`config.mk`:
```
export PLATFORM = sky130hd
export DESIGN_NAME = aec_ctrl
export DESIGN_NICKNAME = d
export VERILOG_FILES = /design/src/aec_pkg.sv /design/src/aec_regfile.sv /design/src/aec_ctrl.sv
export SDC_FILE = /design/constraint.sdc
export NUM_CORES = 2
export LEC_CHECK = 0
export ABC_AREA = 1
export ABC_CLOCK_PERIOD_IN_PS = 71100
export BUFFER_PORTS_ARGS = -buffer_cell sky130_fd_sc_hd__buf_4
export CAP_MARGIN = 20
export CORE_ASPECT_RATIO = 1.75
export CORE_MARGIN = 2
export CORE_UTILIZATION = 30
export CTS_BUF_LIST = sky130_fd_sc_hd__clkbuf_4 sky130_fd_sc_hd__clkbuf_8 sky130_fd_sc_hd__clkbuf_16
export DETAILED_ROUTE_END_ITERATION = 8
export PLACE_DENSITY_LB_ADDON = 0.15
export SETUP_SLACK_MARGIN = 0.3
export SLEW_MARGIN = 10
export SYNTH_ARGS = -nofsm -noshare
export SYNTH_HDL_FRONTEND = slang
export SYNTH_SLANG_ARGS = --single-unit
```
`constraint.sdc`:
```
create_clock -name i_clk -period 71.1 [get_ports i_clk]
set_clock_uncertainty 0.05 [all_clocks]
set_input_delay 3.555 -clock i_clk [delete_from_list [all_inputs] [get_ports i_clk]]
set_output_delay 3.555 -clock i_clk [all_outputs]
set_load 0.005 [all_outputs]
```
`src/aec_pkg.sv`:
```
// Package of constants and types for the auto exposure controller
package aec_pkg;
  localparam int unsigned AEC_CLK_HZ = 20000000;
  // Register map (word addresses on the plain register port)
  localparam logic [4:0] AEC_REG_CTRL = 5'h00;
  localparam logic [4:0] AEC_REG_EXP_MIN = 5'h01;
  localparam logic [4:0] AEC_REG_EXP_MAX = 5'h02;
  localparam logic [4:0] AEC_REG_GAIN_MIN = 5'h03;
  localparam logic [4:0] AEC_REG_GAIN_MAX = 5'h04;
  localparam logic [4:0] AEC_REG_TGT = 5'h05;
  localparam logic [4:0] AEC_REG_TGT_MIN = 5'h06;
  localparam logic [4:0] AEC_REG_TGT_MAX = 5'h07;
  localparam logic [4:0] AEC_REG_DAMP = 5'h08;
  localparam logic [4:0] AEC_REG_PRIO_EXP = 5'h09;
  localparam logic [4:0] AEC_REG_BIAS = 5'h0a;
  localparam logic [4:0] AEC_REG_ROI_X = 5'h0b;
  localparam logic [4:0] AEC_REG_ROI_Y = 5'h0c;
  localparam logic [4:0] AEC_REG_ROI_W = 5'h0d;
  localparam logic [4:0] AEC_REG_ROI_H = 5'h0e;
  localparam logic [4:0] AEC_REG_EXP = 5'h10;
  localparam logic [4:0] AEC_REG_GAIN = 5'h11;
  localparam logic [4:0] AEC_REG_MEAS = 5'h12;
  localparam logic [4:0] AEC_REG_STAT = 5'h13;
  localparam int AEC_NREGS = 32;
  // Control register fields
  localparam int AEC_F_EXPMODE = 0;
  localparam int AEC_F_GAINMODE = 2;
  localparam int AEC_F_TGTMAN = 4;
  localparam int AEC_F_LIGHT = 5;
  localparam int AEC_F_METER = 7;
  localparam int AEC_F_PRIO = 9;
  localparam int AEC_F_ROIEN = 10;
  localparam logic [31:0] AEC_CTRL_RST = 32'h0000_0000;
  // Reset values
  localparam logic [23:0] AEC_EXP_MIN_RST = 24'h00_0001;
  localparam logic [23:0] AEC_EXP_MAX_RST = 24'hff_ffff;
  localparam logic [7:0] AEC_GAIN_MIN_RST = 8'h00;
  localparam logic [7:0] AEC_GAIN_MAX_RST = 8'hff;
  localparam logic [6:0] AEC_TGT_RST = 7'h32;
  localparam logic [6:0] AEC_TGT_MIN_RST = 7'h00;
  localparam logic [6:0] AEC_TGT_MAX_RST = 7'h64;
  localparam logic [6:0] AEC_PCT_FULL = 7'h64;
  // Damping in 1/256 units: 0x100 = 1.0, 0x80 = 0.5
  localparam logic [8:0] AEC_DAMP_ONE = 9'h100;
  localparam logic [8:0] AEC_DAMP_RST = 9'h080;
  // Exposure priority start time in microseconds
  localparam int unsigned AEC_PRIO_EXP_US = 5000;
  localparam logic [23:0] AEC_PRIO_EXP_RST = 24'(AEC_PRIO_EXP_US);
  // Bias in thirds of a stop, signed, -9..9
  localparam logic signed [4:0] AEC_BIAS_MIN = -5'sd9;
  localparam logic signed [4:0] AEC_BIAS_MAX = 5'sd9;
  // Automatic targets in percent for each lighting and metering choice
  localparam logic [6:0] AEC_TGT_AUTO_NORM = 7'h32;
  localparam logic [6:0] AEC_TGT_AUTO_BACK = 7'h3c;
  localparam logic [6:0] AEC_TGT_AUTO_FRONT = 7'h28;
  localparam logic [6:0] AEC_TGT_AUTO_SPOT = 7'h2d;
  // Central window sizes as fraction divisors: spot ~3% (w/6 x h/6), partial ~11% (w/3 x h/3)
  localparam int AEC_SPOT_DIV = 6;
  localparam int AEC_PART_DIV = 3;
  localparam logic [8:0] AEC_GAIN_ZERO_DB = 9'h000;

  typedef enum logic [1:0] {AEC_AUTO_OFF = 2'h0, AEC_AUTO_ONCE = 2'h1, AEC_AUTO_CONT = 2'h2} aec_auto_type;
  typedef enum logic [1:0] {AEC_LIGHT_NORM = 2'h0, AEC_LIGHT_BACK = 2'h1, AEC_LIGHT_FRONT = 2'h2} aec_light_type;
  typedef enum logic [1:0] {AEC_METER_AVG = 2'h0, AEC_METER_SPOT = 2'h1, AEC_METER_PART = 2'h2} aec_meter_type;
  typedef enum logic [1:0] {AEC_ST_IDLE = 2'b00, AEC_ST_CALC = 2'b01, AEC_ST_STEP = 2'b11} aec_state_type;
endpackage

```
`src/aec_regfile.sv`:
```
// Small register memory with registered read data
`timescale 1ns/1ps
`default_nettype none
module aec_regfile #(
  parameter int DEPTH = 32,
  parameter int AW = 5
) (
  input wire logic i_clk,
  input wire logic i_we,
  input wire logic [AW-1:0] i_waddr,
  input wire logic [31:0] i_wdata,
  input wire logic [AW-1:0] i_raddr,
  output logic [31:0] o_rdata
);
  logic [31:0] mem_q [DEPTH];

  always_ff @(posedge i_clk) begin
    if (i_we) begin
      mem_q[i_waddr] <= i_wdata;
    end
  end

  always_ff @(posedge i_clk) begin
    o_rdata <= mem_q[i_raddr];
  end
endmodule
`default_nettype wire

```
`src/aec_ctrl.sv`:
```
// Auto exposure control loop with register port and pixel statistics
`timescale 1ns/1ps
`default_nettype none
module aec_ctrl import aec_pkg::*; #(
  parameter int DIM_W = 12,
  parameter int PIX_W = 8
) (
  input wire logic i_clk,
  input wire logic i_arst_n,
  input wire logic [4:0] i_addr,
  input wire logic [31:0] i_wdata,
  input wire logic i_wr,
  input wire logic i_rd,
  output logic [31:0] o_rdata,
  input wire logic i_frame_start,
  input wire logic i_pix_valid,
  input wire logic [DIM_W-1:0] i_pix_x,
  input wire logic [DIM_W-1:0] i_pix_y,
  input wire logic [PIX_W-1:0] i_pix,
  input wire logic [DIM_W-1:0] i_img_w,
  input wire logic [DIM_W-1:0] i_img_h,
  output logic [23:0] o_exp_us,
  output logic [7:0] o_gain_db,
  output logic o_update
);
  localparam int ACC_W = PIX_W + 2 * DIM_W;

  logic [31:0] ctrl_q;
  logic [23:0] exp_min_q, exp_max_q, prio_exp_q;
  logic [7:0] gain_min_q, gain_max_q;
  logic [6:0] tgt_q, tgt_min_q, tgt_max_q;
  logic [8:0] damp_q;
  logic signed [4:0] bias_q;
  logic [DIM_W-1:0] roi_x_q, roi_y_q, roi_w_q, roi_h_q;
  logic [23:0] exp_q;
  logic [7:0] gain_q;
  logic [ACC_W-1:0] sum_q, cnt_q;
  logic [PIX_W-1:0] meas_q;
  logic once_done_q;
  logic [31:0] mem_rdata, rd_mux_q;
  logic rd_reg_q;
  aec_state_type state_q;

  aec_auto_type exp_mode, gain_mode;
  aec_light_type light;
  aec_meter_type meter;
  logic exp_auto, gain_auto, active, prio_exp;

  assign exp_mode = aec_auto_type'(ctrl_q[AEC_F_EXPMODE +: 2]);
  assign gain_mode = aec_auto_type'(ctrl_q[AEC_F_GAINMODE +: 2]);
  assign light = aec_light_type'(ctrl_q[AEC_F_LIGHT +: 2]);
  assign meter = aec_meter_type'(ctrl_q[AEC_F_METER +: 2]);
  assign prio_exp = ctrl_q[AEC_F_PRIO];
  assign exp_auto = (exp_mode == AEC_AUTO_ONCE || exp_mode == AEC_AUTO_CONT) && !(exp_mode == AEC_AUTO_ONCE && once_done_q);
  assign gain_auto = (gain_mode == AEC_AUTO_ONCE || gain_mode == AEC_AUTO_CONT) && !(gain_mode == AEC_AUTO_ONCE && once_done_q);
  assign active = exp_auto || gain_auto;

  function automatic logic in_center(input logic [DIM_W-1:0] p, input logic [DIM_W-1:0] size, input int div);
    logic [DIM_W-1:0] half;
    logic [DIM_W-1:0] lo;
    half = DIM_W'(size / (2 * div));
    lo = DIM_W'((size >> 1) - half);
    in_center = (p >= lo) && (p < DIM_W'(lo + 2 * half));
  endfunction

  // Host register writes
  always_ff @(posedge i_clk or negedge i_arst_n) begin
    if (!i_arst_n) begin
      ctrl_q <= AEC_CTRL_RST;
      exp_min_q <= AEC_EXP_MIN_RST;
      exp_max_q <= AEC_EXP_MAX_RST;
      gain_min_q <= AEC_GAIN_MIN_RST;
      gain_max_q <= AEC_GAIN_MAX_RST;
      tgt_q <= AEC_TGT_RST;
      tgt_min_q <= AEC_TGT_MIN_RST;
      tgt_max_q <= AEC_TGT_MAX_RST;
      damp_q <= AEC_DAMP_RST;
      prio_exp_q <= AEC_PRIO_EXP_RST;
      bias_q <= '0;
      roi_x_q <= '0;
      roi_y_q <= '0;
      roi_w_q <= '0;
      roi_h_q <= '0;
    end else if (i_wr) begin
      case (i_addr)
        AEC_REG_CTRL: ctrl_q <= i_wdata;
        AEC_REG_EXP_MIN: exp_min_q <= i_wdata[23:0];
        AEC_REG_EXP_MAX: exp_max_q <= i_wdata[23:0];
        AEC_REG_GAIN_MIN: gain_min_q <= i_wdata[7:0];
        AEC_REG_GAIN_MAX: gain_max_q <= i_wdata[7:0];
        AEC_REG_TGT: tgt_q <= (i_wdata[6:0] > AEC_PCT_FULL) ? AEC_PCT_FULL : i_wdata[6:0];
        AEC_REG_TGT_MIN: tgt_min_q <= i_wdata[6:0];
        AEC_REG_TGT_MAX: tgt_max_q <= i_wdata[6:0];
        AEC_REG_DAMP: damp_q <= (i_wdata[8:0] > AEC_DAMP_ONE) ? AEC_DAMP_ONE : i_wdata[8:0];
        AEC_REG_PRIO_EXP: prio_exp_q <= i_wdata[23:0];
        AEC_REG_BIAS: begin
          // Out-of-range bias saturates rather than wrapping to the other sign
          if ($signed(i_wdata[4:0]) > AEC_BIAS_MAX) begin
            bias_q <= AEC_BIAS_MAX;
          end else if ($signed(i_wdata[4:0]) < AEC_BIAS_MIN) begin
            bias_q <= AEC_BIAS_MIN;
          end else begin
            bias_q <= $signed(i_wdata[4:0]);
          end
        end
        AEC_REG_ROI_X: roi_x_q <= i_wdata[DIM_W-1:0];
        AEC_REG_ROI_Y: roi_y_q <= i_wdata[DIM_W-1:0];
        AEC_REG_ROI_W: roi_w_q <= i_wdata[DIM_W-1:0];
        AEC_REG_ROI_H: roi_h_q <= i_wdata[DIM_W-1:0];
        default: ;
      endcase
    end
  end

  // Shadow copy of written words; only the ROI words are read back from it, other mapped words come from the live registers, unmapped ones read zero
  aec_regfile #(.DEPTH(AEC_NREGS), .AW(5)) u_shadow (
    .i_clk(i_clk),
    .i_we(i_wr),
    .i_waddr(i_addr),
    .i_wdata(i_wdata),
    .i_raddr(i_addr),
    .o_rdata(mem_rdata)
  );

  always_ff @(posedge i_clk or negedge i_arst_n) begin
    if (!i_arst_n) begin
      rd_reg_q <= 1'b0;
      rd_mux_q <= '0;
    end else begin
      rd_reg_q <= 1'b0;
      rd_mux_q <= '0;
      if (i_rd) begin
        case (i_addr)
          AEC_REG_CTRL: rd_mux_q <= ctrl_q;
          AEC_REG_EXP_MIN: rd_mux_q <= {8'h00, exp_min_q};
          AEC_REG_EXP_MAX: rd_mux_q <= {8'h00, exp_max_q};
          AEC_REG_GAIN_MIN: rd_mux_q <= {24'h00_0000, gain_min_q};
          AEC_REG_GAIN_MAX: rd_mux_q <= {24'h00_0000, gain_max_q};
          AEC_REG_TGT: rd_mux_q <= {25'h000_0000, tgt_q};
          AEC_REG_TGT_MIN: rd_mux_q <= {25'h000_0000, tgt_min_q};
          AEC_REG_TGT_MAX: rd_mux_q <= {25'h000_0000, tgt_max_q};
          AEC_REG_DAMP: rd_mux_q <= {23'h00_0000, damp_q};
          AEC_REG_PRIO_EXP: rd_mux_q <= {8'h00, prio_exp_q};
          AEC_REG_BIAS: rd_mux_q <= {{27{bias_q[4]}}, bias_q};
          AEC_REG_EXP: rd_mux_q <= {8'h00, exp_q};
          AEC_REG_GAIN: rd_mux_q <= {24'h00_0000, gain_q};
          AEC_REG_MEAS: rd_mux_q <= 32'(meas_q);
          AEC_REG_STAT: rd_mux_q <= {29'h0000_0000, once_done_q, active, state_q != AEC_ST_IDLE};
          AEC_REG_ROI_X, AEC_REG_ROI_Y, AEC_REG_ROI_W, AEC_REG_ROI_H: rd_reg_q <= 1'b1;
          default: rd_mux_q <= '0;
        endcase
      end
    end
  end

  assign o_rdata = rd_reg_q ? (mem_rdata & 32'((1 << DIM_W) - 1)) : rd_mux_q;

  // Statistics window
  logic roi_on, in_win;
  logic [DIM_W-1:0] mx, my, mw, mh;
  always_comb begin
    roi_on = ctrl_q[AEC_F_ROIEN] && roi_w_q != '0 && roi_h_q != '0
             && DIM_W'(roi_x_q + roi_w_q) <= i_img_w && DIM_W'(roi_y_q + roi_h_q) <= i_img_h;
    mx = roi_on ? DIM_W'(i_pix_x - roi_x_q) : i_pix_x;
    my = roi_on ? DIM_W'(i_pix_y - roi_y_q) : i_pix_y;
    mw = roi_on ? roi_w_q : i_img_w;
    mh = roi_on ? roi_h_q : i_img_h;
    in_win = !roi_on || (i_pix_x >= roi_x_q && i_pix_y >= roi_y_q && mx < mw && my < mh);
    // Metering only applies under normal lighting; compensation modes meter the whole area
    if (light == AEC_LIGHT_NORM && meter == AEC_METER_SPOT) begin
      in_win = in_win && in_center(mx, mw, AEC_SPOT_DIV) && in_center(my, mh, AEC_SPOT_DIV);
    end else if (light == AEC_LIGHT_NORM && meter == AEC_METER_PART) begin
      in_win = in_win && in_center(mx, mw, AEC_PART_DIV) && in_center(my, mh, AEC_PART_DIV);
    end
  end

  // Per-frame accumulation, equal weight per pixel
  logic [ACC_W-1:0] fsum_q, fcnt_q;
  always_ff @(posedge i_clk or negedge i_arst_n) begin
    if (!i_arst_n) begin
      fsum_q <= '0;
      fcnt_q <= '0;
      sum_q <= '0;
      cnt_q <= '0;
    end else if (i_frame_start) begin
      sum_q <= fsum_q;
      cnt_q <= fcnt_q;
      fsum_q <= '0;
      fcnt_q <= '0;
    end else if (i_pix_valid && in_win) begin
      fsum_q <= fsum_q + ACC_W'(i_pix);
      fcnt_q <= fcnt_q + 1'b1;
    end
  end

  // Target selection
  logic [7:0] tgt_base, tgt_biased, tgt_eff;
  logic signed [15:0] tgt_wide;
  logic [PIX_W+7:0] tgt_scaled;
  logic [PIX_W-1:0] tgt_pix;
  always_comb begin
    if (ctrl_q[AEC_F_TGTMAN]) begin
      tgt_base = {1'b0, tgt_q};
    end else begin
      case (light)
        AEC_LIGHT_BACK: tgt_base = {1'b0, AEC_TGT_AUTO_BACK};
        AEC_LIGHT_FRONT: tgt_base = {1'b0, AEC_TGT_AUTO_FRONT};
        default: tgt_base = (meter == AEC_METER_AVG) ? {1'b0, AEC_TGT_AUTO_NORM} : {1'b0, AEC_TGT_AUTO_SPOT};
      endcase
    end
    // Each third of a stop scales the target by roughly 2^(1/3); linearised as 1/4 per third
    // Worked out wide so a large bias saturates instead of wrapping
    tgt_wide = 16'($signed({1'b0, tgt_base})) + 16'($signed({1'b0, tgt_base})) * 16'(bias_q) / 16'sd4;
    if (tgt_wide < 0) begin
      tgt_biased = 8'h00;
    end else if (tgt_wide > $signed(16'(AEC_PCT_FULL))) begin
      tgt_biased = {1'b0, AEC_PCT_FULL};
    end else begin
      tgt_biased = tgt_wide[7:0];
    end
    tgt_eff = tgt_biased;
    if (tgt_eff < {1'b0, tgt_min_q}) tgt_eff = {1'b0, tgt_min_q};
    if (tgt_eff > {1'b0, tgt_max_q}) tgt_eff = {1'b0, tgt_max_q};
    tgt_scaled = (PIX_W + 8)'(tgt_eff) * (PIX_W + 8)'((1 << PIX_W) - 1);
    tgt_pix = PIX_W'(tgt_scaled / (PIX_W + 8)'(AEC_PCT_FULL));
  end

  // Loop state machine: measure, then step with damping
  logic signed [PIX_W+1:0] err;
  logic signed [PIX_W+10:0] step;
  logic [23:0] exp_lo, exp_hi;
  always_comb begin
    err = $signed({2'b00, tgt_pix}) - $signed({2'b00, meas_q});
    // Larger damping gives a smaller step, damping one freezes the loop
    step = (err * $signed({2'b00, AEC_DAMP_ONE - damp_q})) >>> 8;
    exp_lo = exp_min_q;
    exp_hi = exp_max_q;
  end

  always_ff @(posedge i_clk or negedge i_arst_n) begin
    if (!i_arst_n) begin
      state_q <= AEC_ST_IDLE;
      meas_q <= '0;
      exp_q <= AEC_PRIO_EXP_RST;
      gain_q <= AEC_GAIN_ZERO_DB[7:0];
      once_done_q <= 1'b0;
      o_update <= 1'b0;
      o_exp_us <= AEC_PRIO_EXP_RST;
      o_gain_db <= AEC_GAIN_ZERO_DB[7:0];
    end else begin
      o_update <= 1'b0;
      if (i_wr && i_addr == AEC_REG_CTRL) begin
        once_done_q <= 1'b0;
      end
      case (state_q)
        AEC_ST_IDLE: begin
          if (i_frame_start && active) begin
            state_q <= AEC_ST_CALC;
          end
        end
        AEC_ST_CALC: begin
          meas_q <= (cnt_q == '0) ? '0 : PIX_W'(sum_q / cnt_q);
          state_q <= AEC_ST_STEP;
        end
        AEC_ST_STEP: begin
          state_q <= AEC_ST_IDLE;
          if (exp_auto && gain_auto) begin
            if (!prio_exp) begin
              // Gain stays at 0 dB, or at gain_min_q if that is higher, unless exposure is pinned high and still too dark
              if (step > 0 && exp_q >= exp_hi || step < 0 && gain_q > gain_min_q && gain_q != 8'h00) begin
                gain_q <= clamp_g(gain_q, step);
              end else begin
                exp_q <= clamp_e(exp_q, step);
                gain_q <= clamp_g(AEC_GAIN_ZERO_DB[7:0], '0);
              end
            end else begin
              if (step > 0 && gain_q >= gain_max_q || step < 0 && exp_q > prio_exp_q) begin
                exp_q <= clamp_e(exp_q, step);
              end else begin
                gain_q <= clamp_g(gain_q, step);
                // Exposure sits at the programmed short time while gain does the work
                exp_q <= clamp_e(prio_exp_q, '0);
              end
            end
          end else if (exp_auto) begin
            exp_q <= clamp_e(exp_q, step);
          end else if (gain_auto) begin
            gain_q <= clamp_g(gain_q, step);
          end
          if (exp_mode == AEC_AUTO_ONCE || gain_mode == AEC_AUTO_ONCE) begin
            once_done_q <= (step == 0);
          end
        end
        default: state_q <= AEC_ST_IDLE;
      endcase
      // New values reach the sensor only on a frame boundary
      if (i_frame_start) begin
        o_exp_us <= exp_q;
        o_gain_db <= gain_q;
        o_update <= 1'b1;
      end
    end
  end

  function automatic logic [23:0] clamp_e(input logic [23:0] v, input logic signed [PIX_W+10:0] s);
    logic signed [25:0] n;
    n = $signed({2'b00, v}) + 26'(s <<< 4);
    if (n < $signed({2'b00, exp_min_q})) clamp_e = exp_min_q;
    else if (n > $signed({2'b00, exp_max_q})) clamp_e = exp_max_q;
    else clamp_e = n[23:0];
  endfunction

  function automatic logic [7:0] clamp_g(input logic [7:0] v, input logic signed [PIX_W+10:0] s);
    logic signed [PIX_W+11:0] n;
    n = $signed({{(PIX_W+4){1'b0}}, v}) + (PIX_W+12)'(s >>> 2);
    if (n < $signed({{(PIX_W+4){1'b0}}, gain_min_q})) clamp_g = gain_min_q;
    else if (n > $signed({{(PIX_W+4){1'b0}}, gain_max_q})) clamp_g = gain_max_q;
    else clamp_g = n[7:0];
  endfunction
endmodule
`default_nettype wire

```
==> results.py <==
metrics = {
    "critical_path": {
        "worstSetupPathType": "flip-flop to flip-flop",
        "setup.worst_path.end_class": "flip-flop",
        "arrival_ns": 65.57,
        "worstPathRequired_ns": 71.62,
        "startpoint": "cnt_q[12]",
        "crit_top_cell": "nand2_1",
        "r2r_start": "cnt_q[12]",
        "reg2reg_to": "meas_q[0]",
        "rr_worst_depth": 524,
        "crit_fanout": 22,
        "cp_num_cells": 524,
        "r2r_slack_ns": 6.05,
        "endpoint": "meas_q[0]",
        "cp_num_buf_inv": 85,
        "path_delay_family": "compound AO/OA/AOI/OAI gates",
        "cp_slowest_stage_delay_ns": 0.48,
        "cp-start-kind": "flip-flop",
        "slowest_stage": "dfrtp_2",
    },
    "detailed_routing": {
        "firstDrtPassIters": 8,
        "num_vias": 84400,
        "wl_per_cell_um": 21.0,
        "drtIter0Drc": 4786,
        "ant_nets": 0,
        "wirelength_um": 353000,
        "avgViaCountPerCell": 5.03,
        "post-route-drc-count": 0,
    },
    "global_routing": {
        "grt_pass1_wl_um": 520000,
        "antenna_found_initial": 10,
        "grt_max_degree": 90,
        "grt_pass1_vias": 85900,
        "grt-ovfl-total": 0,
        "grt_usage_pct": 23.9,
    },
    "floorplan": {
        "core_area_um2": 282000,
        "initial_utilization_pct": 30.1,
        "die_w_um": 406,
        "row_count": 258,
        "io_pins": 164,
        "die_h_um": 708,
        "die_area_um2": 287000,
    },
    "synthesis": {
        "synth_edf_count": 384,
        "synth_cell_type_count": 87,
        "synth-main-ff-cell": "dfrtp_1",
        "yosysSeqAreaShare_pct": 26.9,
        "netlist_instances": 11500,
        "synth_commonest_cells": "nand2_1, inv_1, ha_1",
        "synth_async_sr_flop_share_pct": 52.6,
        "yosysWarnings": 0,
        "avgSynthCellArea_um2": 7.40,
        "post-synth-top-count-cell": "nand2_1",
        "synth_top_cell_area_share_pct": 16.8,
        "ys_ff_latch": 836,
        "syn_area_um2": 84900,
        "yosys.area.top_type": "ha_1",
        "ys_top_cells_by_area": "ha_1, edfxtp_1, nand2_1",
    },
    "final_layout": {
        "fillers": 29700,
        "num-nets-final": 14300,
        "drive_gt1_share_pct": 19.3,
        "instances_no_fill": 16800,
        "syn2layout_area_growth_pct": 24.9,
    },
    "timing": {
        "clock.fmax_ghz": 0.0154,
        "setup_violations": 0,
        "fin_crit_sh_pct": 91.5,
        "drv_slew": 0,
        "hold_viol": 0,
        "finalCriticalPeriod_ns": 65.05,
        "timing.hold.ws_ns": 0.424,
        "slew_headroom_pct": 14.4,
        "tightest_slew_ns": 1.27,
    },
    "run": {
        "maxCapViolations": 0,
    },
    "placement": {
        "port-buffer-count": 163,
        "dp_cells": 16600,
        "dp_hpwl_um": 283000,
        "gp_congestion": 0.924,
    },
    "run_status": {
        "status": "completed",
    },
    "clock_tree": {
        "cts_root_buffer": "clkbuf_16",
        "cts_max_path_buffers": 3,
        "cts_buffers": 88,
        "clock-sinks": 836,
        "htreeDepth": 3,
        "clk_pin_slew_ns": 0.07,
        "insertion_delay_ns": 0.72,
        "cts_hold_buffers": 0,
        "cts_tree": "yes",
    },
    "hold_path": {
        "worstHoldPathType": "flip-flop to flip-flop",
    },
}
==> flip-flops by register name, indices dropped and copies added, names as in the netlist, 32 cells and up <==
| signal | cells |
|---|---|
| fsum_q | 32 |
| u_shadow.mem_q | 384 |
| ctrl_q | 32 |
| sum_q | 32 |
| fcnt_q | 32 |
| cnt_q | 32 |
| rd_mux_q | 32 |
==> cells by family after synthesis <==
group | count (synthesis) | synth area share (%)
adder cells (fa/ha/maj) | 1253 | 19.5
AND/OR/NAND/NOR | 4249 | 21.3
flip-flops | 836 | 26.9
buffers and inverters | 2044 | 9.12
multiplexers | 32 | 0.395
other | 2 | 0.00884
AO/OA/AOI/OAI | 2531 | 17.4
XOR/XNOR | 529 | 5.48
==> worst min-delay path by stage <==
stage,slack [ns],end,cells after the start,startpoint
final,0.42,ctrl_q[30],2,ctrl_q[30]
after global routing,0.44,fsum_q[31],1,fsum_q[31]
after CTS,0.43,ctrl_q[30],2,ctrl_q[30]
after detailed placement,0.41,ctrl_q[26],2,ctrl_q[26]
after global placement,0.40,ctrl_q[16],2,ctrl_q[16]
after floorplan,0.38,fsum_q[31],1,fsum_q[31]
==> cell usage in the layout (no fill, tap or decap), types with 113 or more instances in the layout <==
cell type  instances
o21ai_0          743
xor2_1           346
dfrtp_1          376
buf_4           1617
a21oi_1          773
nand2_1         2591
nand3_1          429
inv_1           1701
fa_1             113
nor2_1           610
nand4_1          119
ha_1            1109
a22oi_1          150
xnor2_1          182
edfxtp_1         384
==> what timing repair did <==
item	CTS	global route
gates cloned	0	2
endpoints found under the setup margin	1	4
resized for setup	36	495
buffers inserted	0	59
pin swaps	0	135
==> stage by stage <==
stage                     util, %  cell area, um2  setup slack [ns]  TNS (ns)
final                        37.6          106000              6.05         0
after global routing         37.6          106000            -0.182    -0.182
after CTS                    36.8          104000             0.309         0
after detailed placement     35.7          101000            -0.790    -0.790
after global placement       35.7          101000            -0.256    -0.256
after floorplan                 -           84900              3.05         0
==> final cells by class <==
cell class              count  area, um2  share of cell area (%)
multi-input cells        8601      56200                    53.0
clock inverters            58        701                   0.661
diodes                      4       10.0                 0.00944
flip-flops and latches    836      22900                    21.6
clock buffers             106       2350                    2.22
inverters                1763       6640                    6.26
repair buffers           1649      12600                    11.9
well taps                3770       4720                    4.45
==> worst min-delay path: cells and delay by family (launching register included) <==
kind	cells	cell delay [ns]
flip-flops	1	0.34
AND/OR/NAND/NOR	2	0.11
==> routing by layer <==
layer,share of wire (%),global-route usage [%],vias up
li1,-,-,41400
met1,36,24.1,40500
met2,54,46.9,1756
met3,2.7,1.58,734
met4,7.3,14.5,0
met5,0,0,-
Power is left out: the tool's default activity adds up to more than one toggle a clock period on the data nets, which glitch-free logic cannot reach.
